<file path="config.mk">
export PLATFORM = sky130hd
export DESIGN_NAME = bmu_unit
export DESIGN_NICKNAME = d
export VERILOG_FILES = /design/src/bmu_pkg.sv /design/src/bmu_bit_decode.sv /design/src/bmu_bit_alu.sv /design/src/bmu_unit.sv
export SDC_FILE = /design/constraint.sdc
export NUM_CORES = 1
export LEC_CHECK = 0
export BUFFER_PORTS_ARGS = -buffer_cell sky130_fd_sc_hd__clkbuf_2
export CAP_MARGIN = 20
export CORE_ASPECT_RATIO = 0.6
export CORE_MARGIN = 5
export CORE_UTILIZATION = 28
export DETAILED_ROUTE_END_ITERATION = 16
export GPL_TIMING_DRIVEN = 0
export PLACE_DENSITY = 0.6
export SLEW_MARGIN = 15
export SYNTH_ARGS = -nofsm -noshare
export SYNTH_HDL_FRONTEND = slang
export SYNTH_SLANG_ARGS = --single-unit
</file>
<file path="constraint.sdc">
create_clock -name CLK -period 4.55 [get_ports CLK]
set_input_delay 0.6825 -clock CLK [delete_from_list [all_inputs] [get_ports CLK]]
set_output_delay 0.6825 -clock CLK [all_outputs]
set_load 0.01 [all_outputs]
</file>
<file path="src/bmu_pkg.sv">
// shared types and constants for the bit manipulation unit
package bmu_pkg;

  localparam int BMU_BYTE_W = 8;
  localparam int BMU_BITNUM_W = 3;
  localparam int BMU_ADDR_W = 16;

  localparam logic [7:0] BMU_BYTE_ZERO = 8'h00;
  localparam logic [7:0] BMU_LSB_MASK = 8'h01;
  localparam logic [2:0] BMU_BITNUM_ZERO = 3'h0;
  localparam logic [15:0] BMU_ADDR_ZERO = 16'h0000;

  typedef enum logic [3:0] {
    BMU_SET_BIT_OP,
    BMU_CLEAR_BIT_OP,
    BMU_INVERT_BIT_OP,
    BMU_TEST_BIT_TO_ZERO_FLAG,
    BMU_AND_BIT_INTO_CARRY,
    BMU_AND_INVERTED_BIT_INTO_CARRY,
    BMU_OR_BIT_INTO_CARRY,
    BMU_OR_INVERTED_BIT_INTO_CARRY,
    BMU_XOR_BIT_INTO_CARRY,
    BMU_XOR_INVERTED_BIT_INTO_CARRY,
    BMU_LOAD_BIT_TO_CARRY,
    BMU_LOAD_INVERTED_BIT_TO_CARRY,
    BMU_STORE_CARRY_TO_BIT,
    BMU_STORE_INVERTED_CARRY_TO_BIT
  } bmu_op_t;

  typedef enum logic {
    BMU_SRC_IMM,
    BMU_SRC_REG
  } bmu_src_t;

  typedef enum logic {
    BMU_DST_REG,
    BMU_DST_MEM
  } bmu_dst_t;

  typedef struct packed {
    bmu_op_t op;
    bmu_src_t src;
    logic [2:0] imm_bit;
    logic [7:0] index_reg;
    bmu_dst_t dst;
    logic [7:0] reg_data;
    logic [15:0] addr;
    logic carry;
  } bmu_req_t;

  typedef struct packed {
    logic byte_we;
    logic carry_we;
    logic zero_we;
    logic [7:0] byte_val;
    logic carry;
    logic zero;
  } bmu_res_t;

endpackage : bmu_pkg

</file>
<file path="src/bmu_bit_decode.sv">
// bit number selection and one-hot byte mask
`timescale 1ns/1ps
module bmu_bit_decode (
  // selection inputs
  input wire bmu_pkg::bmu_src_t src,
  input wire logic [2:0] imm_bit,
  input wire logic [7:0] index_reg,
  // decoded outputs
  output logic [2:0] bit_num,
  output logic [7:0] mask
);

  always_comb begin
    if (src == bmu_pkg::BMU_SRC_REG) begin
      bit_num = index_reg[bmu_pkg::BMU_BITNUM_W-1:0];
    end else begin
      bit_num = imm_bit;
    end
  end

  // bit 0 is the lsb, bit 7 the msb
  assign mask = bmu_pkg::BMU_LSB_MASK << bit_num;

endmodule : bmu_bit_decode

</file>
<file path="src/bmu_bit_alu.sv">
// combinational bit operation core
`timescale 1ns/1ps
module bmu_bit_alu (
  // operands
  input wire bmu_pkg::bmu_op_t op,
  input wire logic [7:0] operand,
  input wire logic [7:0] mask,
  input wire logic carry,
  // results
  output bmu_pkg::bmu_res_t res,
  output logic bad_op
);

  logic sel_bit;

  assign sel_bit = |(operand & mask);

  always_comb begin
    res = '0;
    res.byte_val = operand;
    res.carry = carry;
    bad_op = 1'h0;
    case (op)
      bmu_pkg::BMU_SET_BIT_OP: begin
        res.byte_val = operand | mask;
        res.byte_we = 1'h1;
      end
      bmu_pkg::BMU_CLEAR_BIT_OP: begin
        res.byte_val = operand & ~mask;
        res.byte_we = 1'h1;
      end
      bmu_pkg::BMU_INVERT_BIT_OP: begin
        res.byte_val = operand ^ mask;
        res.byte_we = 1'h1;
      end
      bmu_pkg::BMU_TEST_BIT_TO_ZERO_FLAG: begin
        res.zero = ~sel_bit;
        res.zero_we = 1'h1;
      end
      bmu_pkg::BMU_AND_BIT_INTO_CARRY: begin
        res.carry = carry & sel_bit;
        res.carry_we = 1'h1;
      end
      bmu_pkg::BMU_AND_INVERTED_BIT_INTO_CARRY: begin
        res.carry = carry & ~sel_bit;
        res.carry_we = 1'h1;
      end
      bmu_pkg::BMU_OR_BIT_INTO_CARRY: begin
        res.carry = carry | sel_bit;
        res.carry_we = 1'h1;
      end
      bmu_pkg::BMU_OR_INVERTED_BIT_INTO_CARRY: begin
        res.carry = carry | ~sel_bit;
        res.carry_we = 1'h1;
      end
      bmu_pkg::BMU_XOR_BIT_INTO_CARRY: begin
        res.carry = carry ^ sel_bit;
        res.carry_we = 1'h1;
      end
      bmu_pkg::BMU_XOR_INVERTED_BIT_INTO_CARRY: begin
        res.carry = carry ^ ~sel_bit;
        res.carry_we = 1'h1;
      end
      bmu_pkg::BMU_LOAD_BIT_TO_CARRY: begin
        res.carry = sel_bit;
        res.carry_we = 1'h1;
      end
      bmu_pkg::BMU_LOAD_INVERTED_BIT_TO_CARRY: begin
        res.carry = ~sel_bit;
        res.carry_we = 1'h1;
      end
      bmu_pkg::BMU_STORE_CARRY_TO_BIT: begin
        res.byte_val = carry ? (operand | mask) : (operand & ~mask);
        res.byte_we = 1'h1;
      end
      bmu_pkg::BMU_STORE_INVERTED_CARRY_TO_BIT: begin
        res.byte_val = carry ? (operand & ~mask) : (operand | mask);
        res.byte_we = 1'h1;
      end
      default: begin
        bad_op = 1'h1;
      end
    endcase
  end

endmodule : bmu_bit_alu

</file>
<file path="src/bmu_unit.sv">
// bit manipulation unit: request sequencing, memory read-modify-write, flag and register write-back
`timescale 1ns/1ps
// How it works
// - set-bit forces the selected destination bit to one.
// - clear-bit forces the selected destination bit to zero.
// - invert-bit replaces the selected destination bit with its complement.
// - test-bit loads zero flag with inverse of selected bit; operand untouched.
// - bit number comes from 3-bit immediate or low three register bits.
// - bit-AND writes carry with carry AND selected bit.
// - inverted bit-AND writes carry with carry AND inverted selected bit.
// - bit-OR writes carry with carry OR selected bit.
// - inverted bit-OR writes carry with carry OR inverted selected bit.
// - bit-XOR writes carry with carry XOR selected bit.
// - inverted bit-XOR writes carry with carry XOR inverted selected bit.
// - bit-load copies the selected bit into carry.
// - inverted bit-load copies the inverted selected bit into carry.
// - bit-store writes carry into the selected destination bit.
// - inverted bit-store writes inverted carry into the selected destination bit.
// - inverting AND, OR, XOR, load, store take bit number from immediate only.
module bmu_unit (
  // clock and reset
  input wire logic CLK,
  input wire logic RSTN,
  // request
  input wire logic REQ_VALID,
  input wire bmu_pkg::bmu_req_t REQ,
  output logic REQ_READY,
  // completion
  output logic DONE,
  output logic ILLEGAL,
  // memory port
  output logic MEM_RD,
  output logic MEM_WR,
  output logic [15:0] MEM_ADDR,
  output logic [7:0] MEM_WDATA,
  input wire logic [7:0] MEM_RDATA,
  input wire logic MEM_ACK,
  // general register write-back
  output logic REG_WE,
  output logic [7:0] REG_WDATA,
  // flag write-back
  output logic CARRY_WE,
  output logic CARRY_OUT,
  output logic ZERO_WE,
  output logic ZERO_OUT
);

  typedef enum logic [1:0] {
    BMU_IDLE,
    BMU_MEM_READ,
    BMU_EXECUTE,
    BMU_MEM_WRITE
  } bmu_state_t;

  bmu_state_t state_reg;
  bmu_state_t state_next;
  bmu_pkg::bmu_req_t req_reg;
  logic [7:0] operand_reg;
  logic [2:0] bit_num;
  logic [7:0] mask;
  bmu_pkg::bmu_res_t res;
  logic bad_op;
  logic src_refused;
  logic req_take;
  logic req_bad;
  logic mem_done;
  logic good_take;
  logic bad_take;
  logic mem_take;
  logic in_execute;
  logic exec_last;
  logic exec_byte_mem;
  logic exec_byte_reg;

  bmu_bit_decode u_decode (
    .src(req_reg.src),
    .imm_bit(req_reg.imm_bit),
    .index_reg(req_reg.index_reg),
    .bit_num(bit_num),
    .mask(mask)
  );

  bmu_bit_alu u_alu (
    .op(req_reg.op),
    .operand(operand_reg),
    .mask(mask),
    .carry(req_reg.carry),
    .res(res),
    .bad_op(bad_op)
  );

  // inverting variants have no register bit-number form
  always_comb begin
    src_refused = 1'h0;
    if (REQ.src == bmu_pkg::BMU_SRC_REG) begin
      case (REQ.op)
        bmu_pkg::BMU_AND_INVERTED_BIT_INTO_CARRY,
        bmu_pkg::BMU_OR_INVERTED_BIT_INTO_CARRY,
        bmu_pkg::BMU_XOR_INVERTED_BIT_INTO_CARRY,
        bmu_pkg::BMU_LOAD_INVERTED_BIT_TO_CARRY,
        bmu_pkg::BMU_STORE_INVERTED_CARRY_TO_BIT: src_refused = 1'h1;
        default: src_refused = 1'h0;
      endcase
    end
  end

  assign req_take = REQ_VALID && REQ_READY;
  // an unused opcode is refused just like a bad source
  assign req_bad = src_refused || (REQ.op > bmu_pkg::BMU_STORE_INVERTED_CARRY_TO_BIT);
  assign mem_done = MEM_ACK && (MEM_RD || MEM_WR);

  // qualified strobes shared by the update blocks
  assign good_take = req_take && !req_bad;
  assign bad_take = req_take && req_bad;
  assign mem_take = good_take && REQ.dst == bmu_pkg::BMU_DST_MEM;
  assign in_execute = state_reg == BMU_EXECUTE;
  assign exec_last = in_execute && state_next == BMU_IDLE;
  assign exec_byte_mem = in_execute && res.byte_we && req_reg.dst == bmu_pkg::BMU_DST_MEM;
  assign exec_byte_reg = in_execute && res.byte_we && req_reg.dst == bmu_pkg::BMU_DST_REG;

  // memory targets detour through a read, and modifying ops through a write
  always_comb begin
    state_next = state_reg;
    unique case (state_reg)
      BMU_IDLE: begin
        if (req_take && !req_bad) begin
          if (REQ.dst == bmu_pkg::BMU_DST_MEM) begin
            state_next = BMU_MEM_READ;
          end else begin
            state_next = BMU_EXECUTE;
          end
        end
      end
      BMU_MEM_READ: begin
        if (MEM_ACK && MEM_RD) begin
          state_next = BMU_EXECUTE;
        end
      end
      BMU_EXECUTE: begin
        if (res.byte_we && req_reg.dst == bmu_pkg::BMU_DST_MEM) begin
          state_next = BMU_MEM_WRITE;
        end else begin
          state_next = BMU_IDLE;
        end
      end
      BMU_MEM_WRITE: begin
        if (MEM_ACK && MEM_WR) begin
          state_next = BMU_IDLE;
        end
      end
    endcase
  end

  always_ff @(posedge CLK or negedge RSTN) begin
    if (!RSTN) begin
      state_reg <= BMU_IDLE;
    end else begin
      state_reg <= state_next;
    end
  end

  // request capture
  always_ff @(posedge CLK or negedge RSTN) begin
    if (!RSTN) begin
      req_reg <= '0;
    end else if (req_take && !req_bad) begin
      req_reg <= REQ;
    end
  end

  // operand byte: register value directly, memory value on read ack
  always_ff @(posedge CLK or negedge RSTN) begin
    if (!RSTN) begin
      operand_reg <= bmu_pkg::BMU_BYTE_ZERO;
    end else if (req_take && !req_bad && REQ.dst == bmu_pkg::BMU_DST_REG) begin
      operand_reg <= REQ.reg_data;
    end else if (state_reg == BMU_MEM_READ && MEM_ACK && MEM_RD) begin
      operand_reg <= MEM_RDATA;
    end
  end

  // ready only while idle, dropped the cycle a legal request is taken; refused requests leave it high
  always_ff @(posedge CLK or negedge RSTN) begin
    if (!RSTN) begin
      REQ_READY <= 1'h0;
    end else begin
      REQ_READY <= (state_next == BMU_IDLE) && !good_take;
    end
  end

  // memory read strobe held until ack
  always_ff @(posedge CLK or negedge RSTN) begin
    if (!RSTN) begin
      MEM_RD <= 1'h0;
    end else if (mem_take) begin
      MEM_RD <= 1'h1;
    end else if (MEM_ACK) begin
      MEM_RD <= 1'h0;
    end
  end

  // memory write strobe held until ack
  always_ff @(posedge CLK or negedge RSTN) begin
    if (!RSTN) begin
      MEM_WR <= 1'h0;
    end else if (exec_byte_mem) begin
      MEM_WR <= 1'h1;
    end else if (MEM_ACK) begin
      MEM_WR <= 1'h0;
    end
  end

  // byte written back whole, steady for the whole strobe
  always_ff @(posedge CLK or negedge RSTN) begin
    if (!RSTN) begin
      MEM_WDATA <= bmu_pkg::BMU_BYTE_ZERO;
    end else if (exec_byte_mem) begin
      MEM_WDATA <= res.byte_val;
    end
  end

  // address captured once at take, shared by both strobes
  always_ff @(posedge CLK or negedge RSTN) begin
    if (!RSTN) begin
      MEM_ADDR <= bmu_pkg::BMU_ADDR_ZERO;
    end else if (req_take && !req_bad) begin
      MEM_ADDR <= REQ.addr;
    end
  end

  // register write-back pulse
  always_ff @(posedge CLK or negedge RSTN) begin
    if (!RSTN) begin
      REG_WE <= 1'h0;
    end else begin
      REG_WE <= exec_byte_reg;
    end
  end

  // data holds so the register file may sample it late
  always_ff @(posedge CLK or negedge RSTN) begin
    if (!RSTN) begin
      REG_WDATA <= bmu_pkg::BMU_BYTE_ZERO;
    end else if (in_execute && res.byte_we) begin
      REG_WDATA <= res.byte_val;
    end
  end

  // flags are pulsed the cycle after execute, in the same cycle as done on both register and memory targets
  always_ff @(posedge CLK or negedge RSTN) begin
    if (!RSTN) begin
      CARRY_WE <= 1'h0;
    end else begin
      CARRY_WE <= in_execute && res.carry_we && !bad_op;
    end
  end

  // carry value holds between pulses
  always_ff @(posedge CLK or negedge RSTN) begin
    if (!RSTN) begin
      CARRY_OUT <= 1'h0;
    end else if (in_execute && res.carry_we) begin
      CARRY_OUT <= res.carry;
    end
  end

  always_ff @(posedge CLK or negedge RSTN) begin
    if (!RSTN) begin
      ZERO_WE <= 1'h0;
    end else begin
      ZERO_WE <= in_execute && res.zero_we && !bad_op;
    end
  end

  always_ff @(posedge CLK or negedge RSTN) begin
    if (!RSTN) begin
      ZERO_OUT <= 1'h0;
    end else if (in_execute && res.zero_we) begin
      ZERO_OUT <= res.zero;
    end
  end

  // completion and refusal pulses
  always_ff @(posedge CLK or negedge RSTN) begin
    if (!RSTN) begin
      ILLEGAL <= 1'h0;
    end else begin
      ILLEGAL <= bad_take;
    end
  end

  // refused requests finish at once, so the caller never waits on them
  always_ff @(posedge CLK or negedge RSTN) begin
    if (!RSTN) begin
      DONE <= 1'h0;
    end else begin
      DONE <= bad_take || exec_last || (state_reg == BMU_MEM_WRITE && mem_done);
    end
  end

endmodule : bmu_unit

</file>
Yosys cells after proc, flatten, opt, wreduce, memory -nomap -nowiden --
Cells that the tools add are included.
Storage, ports and cells: bits in registers 65, input port bits 54, output and inout port bits 42, logic and storage cells 118
Operators by class: order comparisons 1, equality and inequality tests 21, shift-type cells 1, multiplexer cells 22, bitwise operators 14, reductions and logical operators 38
Operators by type and width (number):
- 8-bit case mux with 5 select lines | 1
- 4-bit equality test (second input constant) | 9
- 8-bit 2-to-1 mux | 4
- 4-bit by 3-bit equality test with 1-bit output (second input constant) | 6
- 1-bit logical AND | 21
- 8-bit AND | 2
- 8-bit OR reduction | 2
- 14-bit OR reduction | 1
- 2-bit 2-to-1 mux | 5
- 5-bit OR reduction | 2
- 1-bit 2-to-1 mux | 9
- 4-bit by 2-bit equality test with 1-bit output (second input constant) | 2
- 8-bit inverter | 1
- 8-bit bitwise OR | 1
- 1-bit case mux with 8 select lines | 1
- 2-bit case mux with 4 select lines | 1
- 1-bit by 3-bit left shift with 8-bit output (first input constant) | 1
- 8-bit bitwise XOR | 1
- 2-bit nonzero test | 3
- 2-bit equality test (second input constant) | 2
- 4-bit by 1-bit equality test with 1-bit output (second input constant) | 1
- 4-bit greater-than comparator (second input constant) | 1
- 2-bit logical NOT | 2
- 4-bit logical NOT | 1
- 8 further kinds | 17

Logic depth before layout (Yosys ltp) --
word-level depth 13, depth in mapped cells 11, mapped depth without buffers 9

By module --
Synthesis repeated with hierarchy kept, for this count alone.
Unflattened totals: cells, all modules 325, area total of the unflattened synthesis 3881.2 um2
By module, submodules not included:
- bmu_unit | times used 1, cells an instance 177, area an instance 2839.0 um2
- bmu_bit_alu | times used 1, cells an instance 134, area an instance 949.7 um2
- bmu_bit_decode | times used 1, cells an instance 14, area an instance 92.6 um2

Least setup slack after synthesis --
No wires, ideal clock.
kind register to register, start register req_reg[37] (netlist bit), end register CARRY_OUT, library setup time 0.130 ns, data arrival time 2.499 ns, data required time 4.420 ns, path slack 1.921 ns, cell stages (with the launch flop) 10, buffers on the path 1, path through dfrtp_1 -> buf_6 -> mux2i_1 -> a21o_1 -> inv_1 -> ha_1 -> or4_4 -> or4_1 -> o2111ai_1 -> a31oi_1
Between the ends: longest elaborated chain between the ends 7, elaborated cells on any way between the ends 12
Ends and longest elaborated chain:
- from (decl) | RTL line bmu_unit.sv:57 | bmu_pkg::bmu_req_t req_reg;
- from (signal assigned) | RTL line bmu_unit.sv:165 | req_reg <= '0;
- from (signal assigned) | RTL line bmu_unit.sv:167 | req_reg <= REQ;
- 3-bit 2-to-1 mux * | RTL line bmu_bit_decode.sv:14 | if (src == bmu_pkg::BMU_SRC_REG) begin
- 1-bit by 3-bit left shift with 8-bit output * | RTL line bmu_bit_decode.sv:22 | assign mask = bmu_pkg::BMU_LSB_MASK << bit_num;
- 8-bit AND * | RTL line bmu_bit_alu.sv:16 | assign sel_bit = |(operand & mask);
- 8-bit OR reduction * | RTL line bmu_bit_alu.sv:16
- 1-bit inverter
- 1-bit bitwise XOR (tied with other cells) | RTL line bmu_bit_alu.sv:61 | res.carry = carry ^ ~sel_bit;
- 1-bit case mux with 8 select lines * | RTL line bmu_bit_alu.sv:23 | case (op)
- to (signal assigned) | RTL line bmu_unit.sv:263 | CARRY_OUT <= res.carry;
- to (decl) | RTL line bmu_unit.sv:43 | output logic CARRY_OUT,
Every way passes the cells marked *; elsewhere a longest branch is shown, timed or not. A chain may end at the register's enable or synchronous reset.

Final worst setup path --
Ends and elaborated chain as after synthesis.

==> results <==
- The horizontal die dimension is 160 um.
- The floorplan step set the die height to 100 um.
- The startpoint-to-endpoint class of the critical path is flop to flop.
- The share of layout cells above drive strength 1 is 24.3%.
- The pin count of the biggest net entering global routing is 54.
- Dividing the detail-routed wire length by the instance count gives 16.4 um.
- In the post-route analysis, the smallest setup slack over all paths is 1.38 ns.
- The share of async-settable or async-resettable flops after synthesis is 100%.
- The power per cell area is 716 nW/um^2.
- The count of final hold-check violations is 0.
- Timing would allow up to 315 MHz.
- The later pin in the worst-skew pair is clocked with a latency of 0.33 ns.
- Dividing the detail-routed via count by the number of cells gives 4.81.
- The clock passes through at most 2 buffers.
- The TritonCTS clock tree is done.
- The critical path startpoint is req_reg[37].
- The fraction of synthesized cell area taken by the top area cell type is 42.8%.
- The worst register-to-register path begins at req_reg[37].
- The initial antenna violation count is 0.
- The post-synth design cell area is 3800 um^2.
- The gate count after technology mapping is 430.
- The shortest clock period the worst path allows after layout is 3.17 ns.
- The flow ran to the end, and the final reports show no timing, DRC or antenna violations.
- Summed over all layers, the global routing overflow is 0.
- The signal on the critical path passes through buf_6, mux2i_1, a21o_1, inv_1, ha_1, nor4_1, a21oi_1, o31a_1, a31oi_1.
- For this design, the CTS-stage hold fixing added 0 buffers.
- STA puts the critical path data required time at 4.80 ns.
- Broken down by cell family, the worst path's largest delay share belongs to compound AO/OA/AOI/OAI gates.
- Before CTS, the worst setup slack after placement is 1.52 ns.
- Setup violations remaining at the end of the flow were counted as 0.
- The number of antenna-violating nets in the routed design is 0.
- The library cell occupying the most area in the post-synthesis netlist is sky130_fd_sc_hd__dfrtp_1.
- The arrival time of data at the critical path endpoint is 3.42 ns.
- The number of gates resized after CTS is 0.
- Cells fill 35.8% of the core in the end.
- The share of synthesized area occupied by flip-flops and latches is 42.8%.
- The placement row count is 33.
- The most frequent cell after synthesis is sky130_fd_sc_hd__nand2_1.
- Setup total negative slack on the finished layout was measured at 0 ns.
- The maximum cell stage delay along the critical path is 0.81 ns.
- Clock-pin slew was measured on the worst setup and hold paths at 0.06 ns.
- The first-pass GRT wire length is 18800 um.
- STA classifies the critical path endpoint as a flop.
- The worst pin sits at a relative slew slack of 36.1%.
- The area of the placeable core is 13500 um^2.
- The TritonCTS buffer count is 9.
- Counting both buffers and inverters, the worst setup path holds a total of 2.
- The kind of start point of the critical path is a flop.
- The routed design has 11700 um of wire.
- The repair_antennas step left the layout with diodes totalling 0.
- After routing the design area is 4820 um^2.
- Across the run, the number of max-cap violations was 0.
- In the post-synthesis netlist, the biggest area contributors are sky130_fd_sc_hd__dfrtp_1 43%, sky130_fd_sc_hd__nand2_1 11%, sky130_fd_sc_hd__ha_1 7.9%, sky130_fd_sc_hd__a211oi_1 3.4%, sky130_fd_sc_hd__mux2i_1 3.2%.
- The cell count after placement is 696.
- The routed layout has 3417 vias.
- The maximum vdd drop is 0.000275 V.
- For this run, design rule violations remaining after detail routing come to 0.
- The number of top-level design ports is 96.
- The primary flip-flop cell chosen by synthesis mapping is sky130_fd_sc_hd__dfrtp_1.
- After layout, the worst path uses 69.7% of the clock period.
- The class of the tightest hold or removal check is input port to asynchronous set/reset pin.
- The net count of the finished layout is 610.
- In this run the tool buffered the top-level ports with 90 buffer cells.
- The slew at the pin closest to its max-slew limit is 0.950 ns.
- The static leakage is 2.44 nW.
- The clock tree skew after final layout is 0.00918 ns.
- In this run the number of H-tree levels came out at 3.
- The DRC violation total after the first TritonRoute iteration is 178.
- The initial utilization of the core area, before any placement, comes to 28.2%.
- The max-slew violation count is 0.
- Setup repair after global routing left no endpoint under its margin.
- The first-pass iteration count of the detailed router is 4.
- The number of synthesized flops with an enable pin is 0.
- The post-layout instance count excluding filler cells is 711.
- The mean cell area of the mapped netlist is 8.83 um^2.
- The register with the most flip-flops in the layout has 16 of them.
- Once detailed placement completed, the half-perimeter wirelength came to 9020 um.
- Of all nets on the critical path, the largest fanout is 8.
- The slowest stage of the critical path is the sky130_fd_sc_hd__nor4_1 cell.
- Relative to the synthesized area, the layout overhead comes to 26.8%.
- Synthesis inferred 65 register bits.
- The clock net sink count is 65.
- In this run the post-CTS setup repair buffer count came out at 0.
- The root buffer cell chosen for the clock tree is sky130_fd_sc_hd__clkbuf_16.
- After detailed placement, the total cell area comes to 4500 um^2.
- The Yosys step of the flow raised 0 warnings.
- The floorplan step defined a die boundary enclosing 16100 um^2.
- The count of unique library cells instantiated by Yosys is 52.
- The weighted congestion reported at the end of routability-driven placement is 0.882.
- Synthesis produced a netlist with a net count of 508.
- The global-route usage over all layers is 15.0%.
- The number of global-route vias before repair is 3521.
- By count the netlist is led by 115 x sky130_fd_sc_hd__nand2_1, 65 x sky130_fd_sc_hd__dfrtp_1, 28 x sky130_fd_sc_hd__nor2_1, 24 x sky130_fd_sc_hd__ha_1, 22 x sky130_fd_sc_hd__inv_1.
[placed cells by master (no fill, tap or decap), types with 3 or more instances in the layout]
cell type,Yosys,routed
sky130_fd_sc_hd__nand2_1,115,115
sky130_fd_sc_hd__a211oi_1,17,17
sky130_fd_sc_hd__nor2b_1,3,3
sky130_fd_sc_hd__clkbuf_1,10,10
sky130_fd_sc_hd__dfrtp_1,65,65
sky130_fd_sc_hd__o21a_1,7,7
sky130_fd_sc_hd__a21oi_1,10,10
sky130_fd_sc_hd__nand2b_1,13,13
sky130_fd_sc_hd__mux2i_1,12,12
sky130_fd_sc_hd__nor2_1,28,28
sky130_fd_sc_hd__o21ai_0,14,14
sky130_fd_sc_hd__a32oi_1,4,4
sky130_fd_sc_hd__nor3_1,6,6
sky130_fd_sc_hd__buf_6,3,3
sky130_fd_sc_hd__o31ai_1,12,12
sky130_fd_sc_hd__a31oi_1,3,3
sky130_fd_sc_hd__ha_1,24,24
sky130_fd_sc_hd__clkbuf_2,0,89
sky130_fd_sc_hd__and3b_1,3,3
sky130_fd_sc_hd__buf_2,10,10
sky130_fd_sc_hd__clkbuf_16,0,9
sky130_fd_sc_hd__nand3b_1,4,4
sky130_fd_sc_hd__nor3b_1,5,5
sky130_fd_sc_hd__inv_1,22,22
[path summary, 6_finish.rpt]
kind / endpoint / slack (ns) / cells after the start
worst max-delay path: CARRY_OUT / 1.38 / 9
worst min-delay path: REG_WDATA[6] / 0.22 / 1
worst max register to register: CARRY_OUT / 1.38 / 9
worst min register to register: REG_WDATA[6] / 0.48 / 2
max in group asynchronous: req_reg[26] / 3.80 / 2
min in group CLK: REG_WDATA[6] / 0.48 / 2
[kinds of logic after synthesis]
group,after synthesis,share of synthesized area [%]
AO/OA/AOI/OAI,81,14.9
multiplexers,14,3.85
flip-flops,65,42.8
adder cells (fa/ha/maj),24,7.91
AND/OR/NAND/NOR,199,24.8
buffers and inverters,46,5.47
XOR/XNOR,1,0.231
[power by group]
group	internal (mW)	switching (mW)	total, mW
registers	0.838	0.224	1.06
clock network	0.479	0.274	0.753
logic	0.653	0.979	1.63
total	1.97	1.48	3.45
[final cells by class]
class / count / area [um^2]
clock inverter: 6 / 92.6
inverter: 22 / 82.6
multi-input combinational: 319 / 1960
fill: 1403 / 8640
clock buffer: 9 / 225
tap: 175 / 219
sequential: 65 / 1630
timing repair buffer: 91 / 480
buffer: 24 / 125
[worst register-to-register path, cell delays in order, from the launching register on]
cell,delay [ns]
sky130_fd_sc_hd__dfrtp_1,0.33
sky130_fd_sc_hd__buf_6,0.13
sky130_fd_sc_hd__mux2i_1,0.67
sky130_fd_sc_hd__a21o_1,0.27
sky130_fd_sc_hd__inv_1,0.07
sky130_fd_sc_hd__ha_1,0.20
sky130_fd_sc_hd__nor4_1,0.81
sky130_fd_sc_hd__a21oi_1,0.14
sky130_fd_sc_hd__o31a_1,0.31
sky130_fd_sc_hd__a31oi_1,0.16
[routing by layer]
layer | global-route usage (%) | vias to the layer above | share of wire [%]
met4 | 3.37 | 0 | 1.0
li1 | - | 1682 | -
met1 | 21.5 | 1600 | 50
met5 | 0 | - | 0
met3 | 5.38 | 12 | 9.7
met2 | 21.6 | 123 | 39
[metrics by stage]
step | power, mW | hold slack [ns]
floorplan | 2.10 | 0.387
global placement | 2.63 | 0.461
detailed placement | 2.70 | 0.463
CTS | 3.48 | 0.212
global route | 3.73 | 0.227
finish | 3.45 | 0.223
No activity file was read; power rests on OpenSTA's default activity.
